File: src/ctb_defs.vh
// Purpose : constants for the three-counter timer and the conversion pacer
// Assumes : 100 MHz system clock
// Notes   : definitions only
`ifndef CTB_DEFS_VH
`define CTB_DEFS_VH

// ----------------------------------------------------------------------------
// host port offsets
// ----------------------------------------------------------------------------
`define CTB_OFS_CNT0       2'h0
`define CTB_OFS_CNT1       2'h1
`define CTB_OFS_CNT2       2'h2
`define CTB_OFS_CTRL       2'h3

// ----------------------------------------------------------------------------
// control word fields
// ----------------------------------------------------------------------------
`define CTB_SEL_HI         7
`define CTB_SEL_LO         6
`define CTB_ACC_HI         5
`define CTB_ACC_LO         4
`define CTB_MODE_HI        3
`define CTB_MODE_LO        1
`define CTB_BCD_BIT        0
`define CTB_SEL_READBACK   2'h3
`define CTB_ACC_LATCH      2'h0
`define CTB_ACC_LSB        2'h1
`define CTB_ACC_MSB        2'h2
`define CTB_ACC_BOTH       2'h3
`define CTB_CTRL_EVENT_CNT 8'h30

// ----------------------------------------------------------------------------
// reset values
// ----------------------------------------------------------------------------
`define CTB_RST_BYTE       8'h00
`define CTB_RST_COUNT      16'h0000
`define CTB_RST_MODE       3'h0
`define CTB_RST_ACC        2'h3
`define CTB_RST_CHAN       3'h0

// ----------------------------------------------------------------------------
// timing
// ----------------------------------------------------------------------------
`define CTB_SYS_HZ         100000000
`define CTB_INT_CLK_HZ     1000000
`define CTB_INT_DIV        (`CTB_SYS_HZ / `CTB_INT_CLK_HZ)

`endif

File: src/ctb_timer.v
// Purpose : three 16-bit down counters with control word, byte access,
//           cascading, and a pacer that steps conversions through channels
// Assumes : host strobes are one clock wide and synchronous to clock
// Notes   : counting is binary; the decimal flag is stored only
//
// How it works
// - counter 2 ticks from an internal 1 MHz stroke, never a pin
// - cascade selects feed one counter's output into the previous counter's clock
// - control word 30 hex picks counter 0, mode 0, binary, two bytes
// - outside modes 1 and 5, counting happens only while the gate is high
// - full count loaded with gate low; decrements only while gate high
// - one-shot: gate rise starts cycle, output low; re-rise reloads
// - one-shot: gate falling mid-cycle does not stop counting
// - one-shot: output high at zero until next gate rise; load once
// - each trigger starts one conversion, channels step start to end
// - start equal to end converts that one channel every time
// - control word: select 7:6, access 5:4, mode 3:1, decimal bit 0
// - access bits zero latch the current count for later reads
// - two-byte access uses low/high pairs via a byte-order toggle
// - the conversion trigger responds to rising edges
`include "ctb_defs.vh"

module ctb_timer #(
    parameter INT_DIV = `CTB_INT_DIV
) (
    input  wire        clock,
    input  wire        rst_b,
    input  wire        io_wr,
    input  wire        io_rd,
    input  wire [1:0]  io_addr,
    input  wire [7:0]  io_wdata,
    output wire [7:0]  io_rdata,
    input  wire        ext_clk0,
    input  wire        ext_clk1,
    input  wire [2:0]  gate_pin,
    input  wire        cascade0,
    input  wire        cascade1,
    output wire [2:0]  cnt_out,
    input  wire        adc_trig_pin,
    input  wire [2:0]  scan_start,
    input  wire [2:0]  scan_end,
    input  wire        scan_restart,
    output wire        conv_start,
    output wire [2:0]  conv_chan
);

// ----------------------------------------------------------------------------
// pin synchronisers
// ----------------------------------------------------------------------------
    reg  [2:0]  gate_s1_q;
    reg  [2:0]  gate_s2_q;
    reg  [1:0]  eclk_s1_q;
    reg  [1:0]  eclk_s2_q;
    reg         trig_s1_q;
    reg         trig_s2_q;
    reg         trig_prev_q;

    always @(posedge clock or negedge rst_b) begin
        if (!rst_b) begin
            gate_s1_q <= 3'h0;
            gate_s2_q <= 3'h0;
            eclk_s1_q <= 2'h0;
            eclk_s2_q <= 2'h0;
            trig_s1_q <= 1'b0;
            trig_s2_q <= 1'b0;
        end else begin
            gate_s1_q <= gate_pin;
            gate_s2_q <= gate_s1_q;
            eclk_s1_q <= {ext_clk1, ext_clk0};
            eclk_s2_q <= eclk_s1_q;
            trig_s1_q <= adc_trig_pin;
            trig_s2_q <= trig_s1_q;
        end
    end

// ----------------------------------------------------------------------------
// internal 1 MHz stroke for counter 2
// ----------------------------------------------------------------------------
    reg  [7:0]  div_q;
    reg         int_tick_q;

    always @(posedge clock or negedge rst_b) begin
        if (!rst_b) begin
            div_q      <= 8'h00;
            int_tick_q <= 1'b0;
        end else if (div_q == INT_DIV[7:0] - 8'h01) begin
            div_q      <= 8'h00;
            int_tick_q <= 1'b1;
        end else begin
            div_q      <= div_q + 8'h01;
            int_tick_q <= 1'b0;
        end
    end

// ----------------------------------------------------------------------------
// counters
// ----------------------------------------------------------------------------
    wire [2:0]  out_w;
    wire [23:0] rbyte_w;
    wire [2:0]  src_w;

    // counter 2 has no clock pin at all, so it cannot count outside events
    assign src_w[0] = cascade0 ? out_w[1] : eclk_s2_q[0];
    assign src_w[1] = cascade1 ? out_w[2] : eclk_s2_q[1];
    assign src_w[2] = int_tick_q;

    genvar i;
    generate
        for (i = 0; i < 3; i = i + 1) begin : g_cnt
            reg  [2:0]  mode_q;
            reg         bcd_q;
            reg  [1:0]  acc_q;
            reg  [15:0] init_q;
            reg  [15:0] cnt_q;
            reg  [15:0] lat_q;
            reg         lat_v_q;
            reg         wtog_q;
            reg         rtog_q;
            reg  [7:0]  lowb_q;
            reg         loaded_q;
            reg         pend_q;
            reg         run_q;
            reg         trig_q;
            reg         gprev_q;
            reg         sprev_q;
            reg         out_q;

            wire        ctl_hit = io_wr && (io_addr == `CTB_OFS_CTRL)
                                  && (io_wdata[`CTB_SEL_HI:`CTB_SEL_LO] == i);
            wire        wr_hit  = io_wr && (io_addr == i);
            wire        rd_hit  = io_rd && (io_addr == i);
            wire        gate    = gate_s2_q[i];
            wire        tick    = src_w[i] & ~sprev_q;
            wire [15:0] view    = lat_v_q ? lat_q : cnt_q;
            wire        use_hi  = (acc_q == `CTB_ACC_MSB)
                                  || ((acc_q == `CTB_ACC_BOTH) && rtog_q);
            // odd counts: high half gets (n+1)/2 strokes, low half (n-1)/2
            wire [15:0] sq_hi   = (init_q + {15'h0000, init_q[0]}) & 16'hFFFE;
            wire [15:0] sq_lo   = (init_q - {15'h0000, init_q[0]}) & 16'hFFFE;
            // modes 6 and 7 fold onto 2 and 3: the top mode bit is ignored once bit 2 is set
            wire [2:0]  wmode   = io_wdata[2] ? {1'b0, io_wdata[2:1]}
                                              : io_wdata[3:1];

            assign out_w[i]           = out_q;
            assign rbyte_w[i*8 +: 8]  = use_hi ? view[15:8] : view[7:0];

            always @(posedge clock or negedge rst_b) begin
                if (!rst_b) begin
                    mode_q   <= `CTB_RST_MODE;
                    bcd_q    <= 1'b0;
                    acc_q    <= `CTB_RST_ACC;
                    init_q   <= `CTB_RST_COUNT;
                    cnt_q    <= `CTB_RST_COUNT;
                    lat_q    <= `CTB_RST_COUNT;
                    lat_v_q  <= 1'b0;
                    wtog_q   <= 1'b0;
                    rtog_q   <= 1'b0;
                    lowb_q   <= `CTB_RST_BYTE;
                    loaded_q <= 1'b0;
                    pend_q   <= 1'b0;
                    run_q    <= 1'b0;
                    trig_q   <= 1'b0;
                    gprev_q  <= 1'b0;
                    sprev_q  <= 1'b0;
                    out_q    <= 1'b1;
                end else begin
                    sprev_q <= src_w[i];
                    gprev_q <= gate;
                    // ---- counting on each stroke of the counter's clock ----
                    if (tick && loaded_q) begin
                        case (mode_q)
                        3'h0: begin
                            if (pend_q) begin
                                cnt_q  <= init_q;
                                pend_q <= 1'b0;
                            end else if (gate) begin
                                cnt_q <= cnt_q - 16'h0001;
                                if (cnt_q == 16'h0001)
                                    out_q <= 1'b1;
                            end
                        end
                        3'h1, 3'h5: begin
                            if (mode_q == 3'h5 && !out_q)
                                out_q <= 1'b1;
                            if (trig_q) begin
                                cnt_q  <= init_q;
                                run_q  <= 1'b1;
                                trig_q <= 1'b0;
                                if (mode_q == 3'h1)
                                    out_q <= 1'b0;
                            end else if (run_q) begin
                                // gate level not consulted while running
                                cnt_q <= cnt_q - 16'h0001;
                                if (cnt_q == 16'h0001) begin
                                    run_q <= 1'b0;
                                    out_q <= (mode_q == 3'h1);
                                end
                            end
                        end
                        3'h2: begin
                            if (pend_q || trig_q) begin
                                cnt_q  <= init_q;
                                pend_q <= 1'b0;
                                trig_q <= 1'b0;
                                out_q  <= 1'b1;
                            end else if (gate) begin
                                if (cnt_q == 16'h0001) begin
                                    cnt_q <= init_q;
                                    out_q <= 1'b1;
                                end else begin
                                    cnt_q <= cnt_q - 16'h0001;
                                    out_q <= (cnt_q != 16'h0002);
                                end
                            end else begin
                                out_q <= 1'b1;
                            end
                        end
                        3'h3: begin
                            if (pend_q || trig_q) begin
                                cnt_q  <= sq_hi;
                                pend_q <= 1'b0;
                                trig_q <= 1'b0;
                                out_q  <= 1'b1;
                            end else if (gate) begin
                                if (cnt_q <= 16'h0002) begin
                                    out_q <= ~out_q;
                                    cnt_q <= out_q ? sq_lo : sq_hi;
                                end else begin
                                    cnt_q <= cnt_q - 16'h0002;
                                end
                            end else begin
                                out_q <= 1'b1;
                            end
                        end
                        default: begin
                            if (pend_q) begin
                                cnt_q  <= init_q;
                                pend_q <= 1'b0;
                                run_q  <= 1'b1;
                                out_q  <= 1'b1;
                            end else if (run_q && gate) begin
                                cnt_q <= cnt_q - 16'h0001;
                                if (cnt_q == 16'h0001) begin
                                    run_q <= 1'b0;
                                    out_q <= 1'b0;
                                end
                            end else begin
                                out_q <= 1'b1;
                            end
                        end
                        endcase
                    end
                    // a gate rise is caught on the fast clock so none is lost
                    if (gate && !gprev_q)
                        trig_q <= 1'b1;
                    // ---- host reads ----
                    if (rd_hit) begin
                        if (acc_q == `CTB_ACC_BOTH)
                            rtog_q <= ~rtog_q;
                        if (acc_q != `CTB_ACC_BOTH || rtog_q)
                            lat_v_q <= 1'b0;
                    end
                    // ---- host count writes ----
                    if (wr_hit) begin
                        if (acc_q == `CTB_ACC_BOTH && !wtog_q) begin
                            lowb_q <= io_wdata;
                            wtog_q <= 1'b1;
                        end else begin
                            wtog_q   <= 1'b0;
                            init_q   <= (acc_q == `CTB_ACC_LSB) ? {8'h00, io_wdata}
                                      : (acc_q == `CTB_ACC_MSB) ? {io_wdata, 8'h00}
                                      : {io_wdata, lowb_q};
                            loaded_q <= 1'b1;
                            pend_q   <= 1'b1;
                            if (mode_q == 3'h0)
                                out_q <= 1'b0;
                        end
                    end
                    // ---- control word ----
                    if (ctl_hit) begin
                        if (io_wdata[`CTB_ACC_HI:`CTB_ACC_LO] == `CTB_ACC_LATCH) begin
                            if (!lat_v_q) begin
                                lat_q   <= cnt_q;
                                lat_v_q <= 1'b1;
                            end
                        end else begin
                            acc_q    <= io_wdata[`CTB_ACC_HI:`CTB_ACC_LO];
                            mode_q   <= wmode;
                            bcd_q    <= io_wdata[`CTB_BCD_BIT];
                            wtog_q   <= 1'b0;
                            rtog_q   <= 1'b0;
                            lat_v_q  <= 1'b0;
                            loaded_q <= 1'b0;
                            pend_q   <= 1'b0;
                            run_q    <= 1'b0;
                            trig_q   <= 1'b0;
                            out_q    <= (wmode != 3'h0);
                        end
                    end
                end
            end
        end
    endgenerate

    assign cnt_out = out_w;

// ----------------------------------------------------------------------------
// read data and conversion pacer
// ----------------------------------------------------------------------------
    reg  [7:0]  rdata_q;
    reg  [2:0]  next_q;
    reg  [2:0]  chan_q;
    reg         start_q;

    always @(posedge clock or negedge rst_b) begin
        if (!rst_b) begin
            rdata_q     <= `CTB_RST_BYTE;
            trig_prev_q <= 1'b0;
            next_q      <= `CTB_RST_CHAN;
            chan_q      <= `CTB_RST_CHAN;
            start_q     <= 1'b0;
        end else begin
            trig_prev_q <= trig_s2_q;
            if (io_rd)
                rdata_q <= (io_addr == `CTB_OFS_CTRL) ? `CTB_RST_BYTE
                                                      : rbyte_w[io_addr*8 +: 8];
            start_q <= trig_s2_q && !trig_prev_q;
            if (trig_s2_q && !trig_prev_q) begin
                chan_q <= next_q;
                next_q <= (next_q == scan_end) ? scan_start
                                               : next_q + 3'h1;
            end else if (scan_restart) begin
                next_q <= scan_start;
            end
        end
    end

    assign io_rdata   = rdata_q;
    assign conv_start = start_q;
    assign conv_chan  = chan_q;

endmodule

File: config.mk
export PLATFORM = sky130hd
export DESIGN_NAME = ctb_timer
export DESIGN_NICKNAME = d
export VERILOG_FILES = /design/src/ctb_timer.v
export VERILOG_INCLUDE_DIRS = /design/src
export SDC_FILE = /design/constraint.sdc
export NUM_CORES = 1
export LEC_CHECK = 0
export BUFFER_PORTS_ARGS = -buffer_cell sky130_fd_sc_hd__buf_2
export CAP_MARGIN = 20
export CORE_MARGIN = 5
export CORE_UTILIZATION = 65
export CTS_BUF_LIST = sky130_fd_sc_hd__clkbuf_8
export CTS_CLUSTER_DIAMETER = 100
export DETAILED_ROUTE_END_ITERATION = 16
export PLACE_DENSITY_LB_ADDON = 0.12
export SLEW_MARGIN = 20
export SYNTH_ARGS = -nofsm -noshare
export SYNTH_HDL_FRONTEND = slang
export SYNTH_SLANG_ARGS = --single-unit
File: constraint.sdc
create_clock -name clock -period 3 [get_ports clock]
set_input_delay 0.15 -clock clock [delete_from_list [all_inputs] [get_ports clock]]
set_output_delay 0.15 -clock clock [all_outputs]
set_load 0.01 [all_outputs]
==> impl_metrics.env <==
export IMPL_seq_area_frac_synth_pct=38.0
export IMPL_syn_inst=1868
export IMPL_synth_top_area_cell="dfrtp_1"
export IMPL_synthesis_nets=1923
export IMPL_antenna_found_initial=1
export IMPL_coreArea_mm2=0.0251
export IMPL_multi_input_area_mm2=0.00946
export IMPL_syn_area_per_cell_um2=8.83
export IMPL_die_y_um=169
export IMPL_post_route_cells_drive_above_1_share_pct=18.4
export IMPL_cts_buffers=43
export IMPL_yosys_area_share_simple_pct=19.1
export IMPL_die_w_um=169
export IMPL_grtUsageTotal_pct=38.1
export IMPL_postRouteAntennaNets=0
export IMPL_vias_per_cell=7.01
export IMPL_drt_wl_total_um=55200
export IMPL_final_util_pct=74.0
export IMPL_synth_area_mux_share_pct=9.45
export IMPL_worstMarginPinSlew_ns=1.18
export IMPL_clk_path_buf_depth=3
export IMPL_drc=0
export IMPL_fin_tns_setup_ns=0
export IMPL_grt_pass1_wl_um=87000
export IMPL_place_ws_ns=0.245
export IMPL_worstSetupStartpointType="register"
export IMPL_synth_most_common_cell="dfrtp_1"
export IMPL_peakVddDrop_mv=0.628
export IMPL_initial_core_util_pct=65.7
export IMPL_async_reset_ff_share_pct=100
export IMPL_antenna_cells=0
export IMPL_synth_edf_count=0
export IMPL_vias=16100
export IMPL_rows=58
export IMPL_worst_slack_ns=0.199
export IMPL_synth_top_area_share_pct=36.5
export IMPL_synth_compound_area_share_pct=21.6
export IMPL_dpl_cell_count=2200
export IMPL_synthXorXnorAreaFrac_pct=5.15
export IMPL_path_max_fanout=14
export IMPL_fin_crit_ns=2.80
export IMPL_htree_levels=2
export IMPL_syn_to_final_growth_pct=12.6
export IMPL_placed_area_mm2=0.0174
export IMPL_cts_resized=0
export IMPL_port_buffers=43
export IMPL_worstRegToRegCells=7
export IMPL_final_max_slew_viol_count=0
export IMPL_clk_pin_slew_worst_paths_ns=0.07
export IMPL_synth_common_cells="241 x dfrtp_1, 209 x nand2_1, 147 x o21ai_0"
export IMPL_cap_violations=0
export IMPL_fmax_ghz=0.357
export IMPL_power_leakage_nw=7.91
export IMPL_rsz0062_at_grt="false"
export IMPL_end_kind="register"
export IMPL_syn_area_mm2=0.0165
export IMPL_synth_top_flop_cell="dfrtp_1"
export IMPL_synth_distinct_cells=84
export IMPL_min_delay_start="io_wdata[3]"
export IMPL_cts_setup_buffers=0
export IMPL_yosysWarnings=0
export IMPL_synth_fa_ha_area_share_pct=1.97
export IMPL_synth_area_leaders="dfrtp_1 37%, mux2_2 4.8%, nand2_1 4.8%"
export IMPL_dpl_hpwl_um=38800
export IMPL_fin_nets=1988
export IMPL_cts_tree="built"
export IMPL_ios=44
export IMPL_firstDrtPassIters=6
export IMPL_finalClockSkew_ns=0.0236
export IMPL_drt_iter0_drc=2170
export IMPL_grt_remaining_overflow=0
export IMPL_yosys_register_bits=250
export IMPL_grt_pass1_vias=15200
export IMPL_final_cells=2298
export IMPL_routedWlPerCell_um=24.0
export IMPL_r2r_start="g_cnt[0].cnt_q[9]$_DFFE_PN0P_"
export IMPL_hp_class="input pin to register"
export IMPL_fill_cells=1903
export IMPL_design_area_mm2=0.0186
export IMPL_worstHoldEndpoint="g_cnt[0].init_q[11]$_DFFE_PN0P_"
export IMPL_period_share_pct=93.4
export IMPL_seqCellArea_mm2=0.00627
export IMPL_whs_path_depth=3
export IMPL_finalSetupViolations=0
export IMPL_critPathArrivalTime_ns=3.24
export IMPL_hold_violations=0
export IMPL_place_gp_congestion=1.02
export IMPL_synth_top_family_by_area="compound AO/OA/AOI/OAI gates"
export IMPL_r2r_slack_ns=0.20
export IMPL_grt_max_degree=78
export IMPL_powerDensity_mw_per_mm2=788
export IMPL_clock_latency_ns=0.57
export IMPL_ctsHoldBuffers=18
export IMPL_cts_root_buf="clkbuf_8"
export IMPL_worstSetupPathType="register to register"
export IMPL_status="completed"
export IMPL_critPathRequiredTime_ns=3.44
export IMPL_die_area_mm2=0.0287
export IMPL_r2r_end="g_cnt[0].cnt_q[2]$_DFFE_PN0P_"
export IMPL_slew_limit_headroom_pct=21.5
export IMPL_cts_sinks=250
[layout by cell type, fill, tap and decap left out, types with 11 or more instances in the layout]
cell type	Yosys	final
or2_2	13	13
o211ai_1	30	30
a21oi_1	106	106
a211oi_1	15	14
buf_4	3	112
dlygate4sd3_1	0	18
a221oi_1	25	25
ha_1	26	26
nand4_1	20	20
xor2_1	41	41
clkbuf_8	0	57
xnor2_1	56	56
nand3_1	57	57
buf_2	2	42
o21ai_0	147	147
mux4_2	24	24
nand2_1	209	209
mux2i_1	22	22
or4_1	19	19
inv_1	47	57
dfrtp_1	241	241
mux2_2	71	71
nor2_1	129	129
a31oi_1	39	39
a22oi_1	29	29
nor4_1	29	28
nand2b_1	26	26
nor3_1	40	40
o31ai_1	12	12
nor2b_1	23	23
a2bb2oi_1	11	11
[stage by stage]
step / total power [W] / hold slack (ns)
final: 0.0146 / 0.0331
after global routing: 0.0154 / 0.0373
after CTS: 0.0144 / 0.00828
after detailed placement: 0.0109 / 0.169
after global placement: 0.0108 / 0.164
after floorplan: 0.00884 / -0.146
[sequential cells by signal (all words and copies together), names as in the netlist, 6 cells and up]
| signal | cells |
|---|---|
| g_cnt.init_q | 48 |
| g_cnt.mode_q | 9 |
| io_rdata | 8 |
| g_cnt.lat_q | 48 |
| g_cnt.lowb_q | 24 |
| div_q | 8 |
| g_cnt.acc_q | 6 |
| g_cnt.cnt_q | 48 |
[cell type report]
class                   count  area share, %
multi-input cells        1414           50.9
well taps                 330           2.22
flip-flops and latches    250           33.7
clock inverters            23           1.00
clock buffers              57           4.22
repair buffers            175           6.92
inverters                  49          0.990
[cell families after synthesis]
family / after synthesis
AND/OR/NAND/NOR: 638
AO/OA/AOI/OAI: 536
flip-flops: 250
buffers and inverters: 204
multiplexers: 117
XOR/XNOR: 97
adder cells (fa/ha/maj): 26
[report_power, final]
part / total, W / switching [W] / internal (W)
Combinational: 0.00583 / 0.00342 / 0.00241
Clock: 0.00347 / 0.00150 / 0.00197
Sequential: 0.00535 / 0.00117 / 0.00418
[worst max-delay path: stages (launching register included)]
cell,delay (ns)
dfrtp_1,0.50
nor4_1,0.56
nand2_1,0.29
o31ai_1,0.49
buf_4,0.31
a311oi_1,0.13
o211ai_1,0.28
nand3_1,0.11
[per-layer routing]
layer | global-route usage (%) | routed length, um
met5 | 0 | 12
met4 | 13.6 | 2220
met3 | 10.0 | 6650
met2 | 58.7 | 24800
met1 | 52.7 | 21500
[worst max path at each step]
stage                     slack, ns  cells after the start                            end                          start
after floorplan                0.27                     10  g_cnt[1].cnt_q[8]$_DFFE_PN0P_  g_cnt[1].cnt_q[6]$_DFFE_PN0P_
after global placement         0.31                      6       g_cnt[1].out_q$_DFF_PN1_  g_cnt[1].cnt_q[6]$_DFFE_PN0P_
after detailed placement       0.24                      8        io_rdata[3]$_DFFE_PN0P_  g_cnt[2].acc_q[0]$_DFFE_PN1P_
after CTS                      0.23                      8        io_rdata[3]$_DFFE_PN0P_  g_cnt[2].acc_q[0]$_DFFE_PN1P_
after global routing           0.01                      8        io_rdata[3]$_DFFE_PN0P_  g_cnt[2].acc_q[0]$_DFFE_PN1P_
final                          0.20                      7  g_cnt[0].cnt_q[2]$_DFFE_PN0P_  g_cnt[0].cnt_q[9]$_DFFE_PN0P_
Power figures use the tool's default switching activity.
